[src/rtl/rst_pwr_pkg.sv]
// constants for the reset and power mode controller
package rst_pwr_pkg;
  // register byte addresses (printed offsets kept as indices)
  localparam logic [7:0]  PWRCTL_IDX     = 8'h87;
  localparam logic [7:0]  CHIPCFG_IDX    = 8'hbf;
  localparam logic [11:0] ADDR_POWER_CTL = {2'b00, PWRCTL_IDX, 2'b00};
  localparam logic [11:0] ADDR_CHIP_CFG  = {2'b00, CHIPCFG_IDX, 2'b00};
  localparam logic [11:0] ADDR_STATUS    = 12'h400;
  // power_control fields
  localparam int IDLE_BIT  = 0;
  localparam int STOP_BIT  = 1;
  localparam int FLAGA_BIT = 2;
  localparam int FLAGB_BIT = 3;
  localparam int BAUD_BIT  = 7;
  localparam logic [7:0] PWRCTL_WMASK = 8'h8f;
  localparam logic [7:0] PWRCTL_RST   = 8'h00;
  // chip_configuration fields
  localparam int LV_DIS_BIT = 0;
  localparam logic [7:0] CHIPCFG_RST = 8'h00;
  // reset stretch and sampling
  localparam int STRETCH_COUNT = 2048;
  localparam int STRETCH_W     = 12;
  localparam int STATES_PER_CYCLE = 4;
  localparam int EXT_RST_CYCLES   = 2;
  typedef enum logic [1:0] {MODE_RUN, MODE_IDLE, MODE_STOP} pmode_t;
endpackage

[src/rtl/reset_and_power_mode_ctrl.sv]
// reset merge, reset stretch and idle/stop mode control with apb registers
`timescale 1ns/1ps
`default_nettype none
module reset_and_power_mode_ctrl
  import rst_pwr_pkg::*;
#(
  parameter int STRETCH = STRETCH_COUNT
) (
  input  wire logic        sys_clk,
  input  wire logic        sys_rst,
  input  wire logic        psel,
  input  wire logic        penable,
  input  wire logic        pwrite,
  input  wire logic [11:0] paddr,
  input  wire logic [31:0] pwdata,
  output logic             pready,
  output logic [31:0]      prdata,
  output logic             pslverr,
  input  wire logic        ext_reset_pin,
  input  wire logic        power_on_pulse,
  input  wire logic        low_voltage_detect,
  input  wire logic        watchdog_overflow,
  input  wire logic        isp_reset,
  input  wire logic        watchdog_enabled,
  input  wire logic        osc_stable,
  input  wire logic        state4_tick,
  input  wire logic        wake_interrupt,
  input  wire logic        ext_memory,
  output logic             internal_reset,
  output logic             cpu_halt,
  output logic             osc_stop,
  output logic             baud_doubler,
  output logic             strobe_override,
  output logic             strobe_level,
  output logic             port0_float,
  output logic             port2_address
);
  // pin-side inputs pass two flops
  logic [1:0] pin_s_r, por_s_r, lvd_s_r, osc_s_r;
  logic       pin_q, por_q, lvd_q, osc_q;
  assign pin_q = pin_s_r[1];
  assign por_q = por_s_r[1];
  assign lvd_q = lvd_s_r[1];
  assign osc_q = osc_s_r[1];
  always_ff @(posedge sys_clk) begin
    if (sys_rst) begin
      pin_s_r <= 2'b00;
      por_s_r <= 2'b00;
      lvd_s_r <= 2'b00;
      osc_s_r <= 2'b00;
    end else begin
      pin_s_r <= {pin_s_r[0], ext_reset_pin};
      por_s_r <= {por_s_r[0], power_on_pulse};
      lvd_s_r <= {lvd_s_r[0], low_voltage_detect};
      osc_s_r <= {osc_s_r[0], osc_stable};
    end
  end

  // registers
  logic [7:0] power_control_r;
  logic [7:0] chip_configuration_r;
  pmode_t     mode_r, mode_nxt;

  // pin sampled on the fourth state; two consecutive high samples needed
  logic [1:0] pin_cnt_r;
  logic       pin_rst;
  always_ff @(posedge sys_clk) begin
    if (sys_rst) begin
      pin_cnt_r <= 2'd0;
    end else if (state4_tick) begin
      if (!pin_q)
        pin_cnt_r <= 2'd0;
      else if (pin_cnt_r != 2'(EXT_RST_CYCLES))
        pin_cnt_r <= pin_cnt_r + 2'd1;
    end
  end
  assign pin_rst = (pin_cnt_r == 2'(EXT_RST_CYCLES));

  wire lv_rst_en = ~chip_configuration_r[LV_DIS_BIT];
  wire cause_any = pin_rst | por_q | (lv_rst_en & lvd_q)
                 | watchdog_overflow | isp_reset;

  // stretch counter; the pulse zeroes it, oscillator clocks advance it
  logic [STRETCH_W-1:0] stretch_r;
  logic                 stretch_done_r;
  always_ff @(posedge sys_clk) begin
    if (sys_rst || cause_any) begin
      stretch_r      <= '0;
      stretch_done_r <= 1'b0;
    end else if (!stretch_done_r && osc_q) begin
      if (stretch_r == STRETCH_W'(STRETCH - 1))
        stretch_done_r <= 1'b1;
      else
        stretch_r <= stretch_r + 1'b1;
    end
  end
  // reset stays high until every cause clears and stretch_done_r sets, one clock after the stretch count reaches STRETCH - 1
  assign internal_reset = sys_rst | cause_any | ~stretch_done_r;

  // apb decode
  wire acc      = psel & penable;
  wire wr       = acc & pwrite;
  wire hit_pwr  = (paddr == ADDR_POWER_CTL);
  wire hit_cfg  = (paddr == ADDR_CHIP_CFG);
  wire hit_stat = (paddr == ADDR_STATUS);
  wire mapped   = hit_pwr | hit_cfg | hit_stat;
  assign pready  = 1'b1;
  assign pslverr = acc & ~mapped;

  // stop refused while watchdog runs: the request bit is not stored
  wire [7:0] pwr_wr  = pwdata[7:0] & PWRCTL_WMASK
                     & ~({7'd0, watchdog_enabled} << STOP_BIT);
  wire idle_wake = (mode_r == MODE_IDLE) & wake_interrupt;

  always_ff @(posedge sys_clk) begin
    if (internal_reset) begin
      power_control_r <= PWRCTL_RST;
    end else if (wr && hit_pwr) begin
      power_control_r <= pwr_wr;
    end else if (idle_wake) begin
      power_control_r[IDLE_BIT] <= 1'b0;
    end
  end

  // configuration only reset by the system reset so disable survives
  always_ff @(posedge sys_clk) begin
    if (sys_rst)
      chip_configuration_r <= CHIPCFG_RST;
    else if (wr && hit_cfg)
      chip_configuration_r <= pwdata[7:0];
  end

  // mode selection; idle returns to run on wake, stop holds until internal reset
  always_comb begin
    mode_nxt = mode_r;
    case (mode_r)
      MODE_RUN: begin
        if (power_control_r[STOP_BIT])
          mode_nxt = MODE_STOP;
        else if (power_control_r[IDLE_BIT])
          mode_nxt = MODE_IDLE;
      end
      MODE_IDLE: begin
        if (power_control_r[STOP_BIT])
          mode_nxt = MODE_STOP;
        else if (!power_control_r[IDLE_BIT])
          mode_nxt = MODE_RUN;
      end
      MODE_STOP: mode_nxt = MODE_STOP;
      default:   mode_nxt = MODE_RUN;
    endcase
  end
  always_ff @(posedge sys_clk) begin
    if (internal_reset)
      mode_r <= MODE_RUN;
    else
      mode_r <= mode_nxt;
  end

  wire in_idle = (mode_r == MODE_IDLE);
  wire in_stop = (mode_r == MODE_STOP);
  // idle halts cpu and overrides the strobes high but leaves the oscillator running; peripherals keep their own clocks
  assign cpu_halt        = in_idle | in_stop;
  assign osc_stop        = in_stop;
  assign baud_doubler    = power_control_r[BAUD_BIT];
  assign strobe_override = in_idle | in_stop;
  assign strobe_level    = in_idle;
  assign port0_float     = (in_idle | in_stop) & ext_memory;
  assign port2_address   = ~in_stop & ext_memory;

  // read data registered
  wire [31:0] rd_mux = hit_pwr  ? {24'd0, power_control_r}
                     : hit_cfg  ? {24'd0, chip_configuration_r}
                     : hit_stat ? {29'd0, stretch_done_r, mode_r}
                     : 32'h0000_0000;
  always_ff @(posedge sys_clk) begin
    if (sys_rst)
      prdata <= 32'h0000_0000;
    else if (psel && !penable && !pwrite)
      prdata <= rd_mux;
  end
endmodule
`default_nettype wire

[config.mk]
export PLATFORM = sky130hd
export DESIGN_NAME = reset_and_power_mode_ctrl
export DESIGN_NICKNAME = d
export VERILOG_FILES = /design/src/rtl/rst_pwr_pkg.sv /design/src/rtl/reset_and_power_mode_ctrl.sv
export SDC_FILE = /design/constraint.sdc
export NUM_CORES = 1
export LEC_CHECK = 0
export ABC_AREA = 1
export BUFFER_PORTS_ARGS = -buffer_cell sky130_fd_sc_hd__buf_2
export CAP_MARGIN = 40
export CORE_MARGIN = 2
export CORE_UTILIZATION = 44
export DETAILED_ROUTE_END_ITERATION = 10
export PLACE_DENSITY = 0.74
export SLEW_MARGIN = 20
export SYNTH_ARGS = -nofsm -noshare
export SYNTH_HDL_FRONTEND = slang
export SYNTH_SLANG_ARGS = --single-unit
[constraint.sdc]
create_clock -name sys_clk -period 1.4 [get_ports sys_clk]
set_input_delay 0.28 -clock sys_clk [delete_from_list [all_inputs] [get_ports sys_clk]]
set_output_delay 0.28 -clock sys_clk [all_outputs]
set_load 0.03 [all_outputs]
==> results by group <==
Synth
  – Synth Area in Adders: 2.946%
  – Most frequent cell after synthesis: nand2_1
  – Cell taking the most area after synthesis: dfxtp_1
  – Post-synth EDFFs: 0
  – Compound-gate portion of the synthesized area: 8.787%
  – Async S/R FF share, synth: 0%
  – Synth top cells by count: nand2_1 (71), nor2_1 (61), inv_1 (50)
  – Top-area cell type share of the netlist area: 36.13%
  – Simple-gate portion of the synthesized area: 33.58%
  – Mux cell area share after synthesis: 0%
  – Post-synthesis sequential area ratio: 36.13%
  – Syn Inst Count: 374
  – Synth cell types: 31
  – Synth Area per Inst: 6.815 sq um
  – Yosys warns: 0
  – Largest family of logic cells by synthesized area: simple AND/OR/NAND/NOR gates
  – Synth area leaders: dfxtp_1 (36%), nand2_1 (10%), nor2_1 (9.0%), buf_4 (7.7%), inv_1 (7.4%)
  – Most used DFF post-synth: dfxtp_1
  – Netlist Area Pre-Place: 2549 sq um
  – XOR/XNOR share of the synthesized area: 1.718%
  – Flops & latches, synth: 46

CTS
  – Worst-Skew Late Latency: 300 ps
  – Clock sink count: 46
  – CTS Root Cell: clkbuf_8
  – CTS Buffer Depth: 2
  – Clock transition at the registers of the reported paths: 80 ps
  – CTS tree: yes
  – CTS Hold Bufs: 0
  – CTS buffer count: 5
  – CTS H-tree depth: 2

Die
  – Die area: 6418 sq um
  – Cell Rows: 27
  – Die Width: 80.11 um
  – Core box area: 5540 sq um
  – Initial Utilization: 46.00%
  – DIE HEIGHT: 80.11 um
  – Ports: 101

Critical path
  – Delay-heaviest family, CP: flip-flops
  – CP startpoint kind: register
  – CP Max Fanout: 2
  – CP Capture Type: primary output
  – CP max stage delay: 330 ps
  – CP arrival: 1440 ps
  – Required time of the critical path: 1120 ps
  – Critical path's slowest cell: dfxtp_2
  – Crit Path Class: register to primary output
  – Bufs and invs on worst path: 2
  – Crit path cell chain: inv_2, ha_4, a211o_1, nor2_4, nand2_4, buf_6

STA
  – FMAX: 580.1 MHz
  – Final max-slew violation count: 0
  – Post-route setup slack: -323.8 ps
  – Worst hold margin: 179.2 ps
  – RSZ-0062 raised after global routing: true
  – Final period util: 123.1%
  – Min Tclk post-route: 1724 ps
  – Fin. Hold Viols: 0
  – Final setup fails: 23
  – Clock skew after layout: 5.116 ps

Power and ir drop
  – PD cells: 771.9 nW/um^2
  – Maximum VDD drop: 581.5 uV
  – Pwr Total: 2.689 mW
  – Leak: 1.610 nW

Placement
  – Final RePlAce weighted congestion: 0.7854
  – Place WS: -139.9 ps
  – Detail Placement HPWL: 4.334 mm
  – Placed cells: 519
  – I/O Buffers: 51

Global routing
  – Total grt overflow: 0
  – GRT Util Overall: 18.76%
  – Vias in the first global route: 2,296
  – First-pass GRT wire length: 9.597 mm
  – Initial antenna violation count: 0
  – Largest net degree at the start of global routing: 17

Final layout
  – # diodes: 0
  – Fraction of layout cells with a size suffix above 1: 34.47%
  – Layout fillers: 515
  – Layout Cells excl Fill: 542
  – Area grow syn2layout: 36.67%
  – NumNets Final: 534
  – Area occupied by multi-input gates: 1461 sq um
  – Reg area: 925.9 sq um

Detailed routing
  – Iter 0 DRT Violations: 154
  – Via density: 4.644
  – Routed Antenna Nets: 0
  – Drt total wl: 6.162 mm
  – Drt pass-1 iters: 4
  – Vias: 2,517
  – Drc violations: 0
  – WL/cell: 11.37 um

Outcome
  – Status: finished, violations left
  – Failing checks: negative setup slack

Job
  – Max Cap Viol: 0

Worst hold path
  – Hold crit path type: primary input to register
[metal layers]
metal,share of wire (%),GRT usage [%],vias to the layer above
li1,-,-,1307
met5,0,0,-
met3,3.6,3.820,7
met2,51,33.67,50
met4,1.1,5.254,0
met1,44,22.57,1153
[tightest hold or removal path: stages]
cell and delay [ps]:
buf_2 90, inv_1 40, nor2_1 30
[path summary, 6_finish.rpt]
kind                            slack (ps)                         to                      start  cells after the start
worst min register to register         400      osc_s_r[1]$_SDFF_PP0_      osc_s_r[0]$_SDFF_PP0_                      2
worst max register to register        -190  stretch_r[4]$_SDFFE_PP0P_  pin_cnt_r[0]$_SDFFE_PP0P_                      9
worst max-delay path                  -320             internal_reset  pin_cnt_r[0]$_SDFFE_PP0P_                      6
worst min-delay path                   180      lvd_s_r[0]$_SDFF_PP0_         low_voltage_detect                      3
[through the flow]
stage	util, %	setup TNS, ps	cell area [sq um]
floorplan	-	0	2656
global placement	54.29	-688.1	3008
detailed placement	54.29	-1531	3008
CTS	59.49	-2359	3296
global route	62.87	-4465	3483
finish	62.87	-2772	3483
[where the power goes]
part           total, mW  internal, mW  switching (mW)
combinational      0.359         0.124           0.235
sequential          1.33          1.32         0.00599
clock               1.00         0.535           0.465
[state kept, by name, summed over array words and instances (netlist names)]
signal	flops
stretch_r	12
chip_configuration_r	8
prdata	8
power_control_r	5
lvd_s_r	2
mode_r	2
osc_s_r	2
pin_cnt_r	2
pin_s_r	2
por_s_r	2
stretch_done_r	1
[cells in the final DEF, fill, tap and decap left out, drive strengths merged]
| cell | n |
|---|---|
| or3b | 1 |
| inv | 54 |
| nor2 | 66 |
| ha | 6 |
| nand3 | 25 |
| bufinv | 1 |
| dfxtp | 46 |
| clkbuf | 5 |
| nand4 | 7 |
| o21ai | 20 |
| clkinvlp | 1 |
| nor3 | 10 |
| xor2 | 5 |
| a211oi | 2 |
| buf | 95 |
| nand2 | 76 |
| and2 | 1 |
| clkinv | 2 |
| a21oi | 20 |
| conb | 25 |
| a211o | 1 |
| or2 | 1 |
[cell type report]
| cell class | instances | share of cell area, % |
|---|---|---|
| Clock inverter | 3 | 1.257 |
| Clock buffer | 5 | 1.976 |
| Inverter | 55 | 6.286 |
| Timing Repair Buffer | 95 | 19.36 |
| Multi-Input combinational cell | 266 | 41.95 |
| Sequential cell | 46 | 26.58 |
| Tap cell | 72 | 2.586 |
[logic make-up (layout without fill, tap and decap cells)]
logic type / after synthesis / in the layout
adders and majority gates: 6 / 6
and+or+nand+nor: 187 / 187
xor gates and xnor gates: 5 / 5
other: 2 / 25
buffers and inverters: 85 / 158
AOI/OAI and AO/OA: 43 / 43
DFF: 46 / 46
[repair_timing]
action,4_1_cts,5_1_grt
pin swaps,7,16
buffers inserted,8,9
setup endpoints to repair,26,28
gates resized for setup,37,40
(Power assumes the default switching activity.)
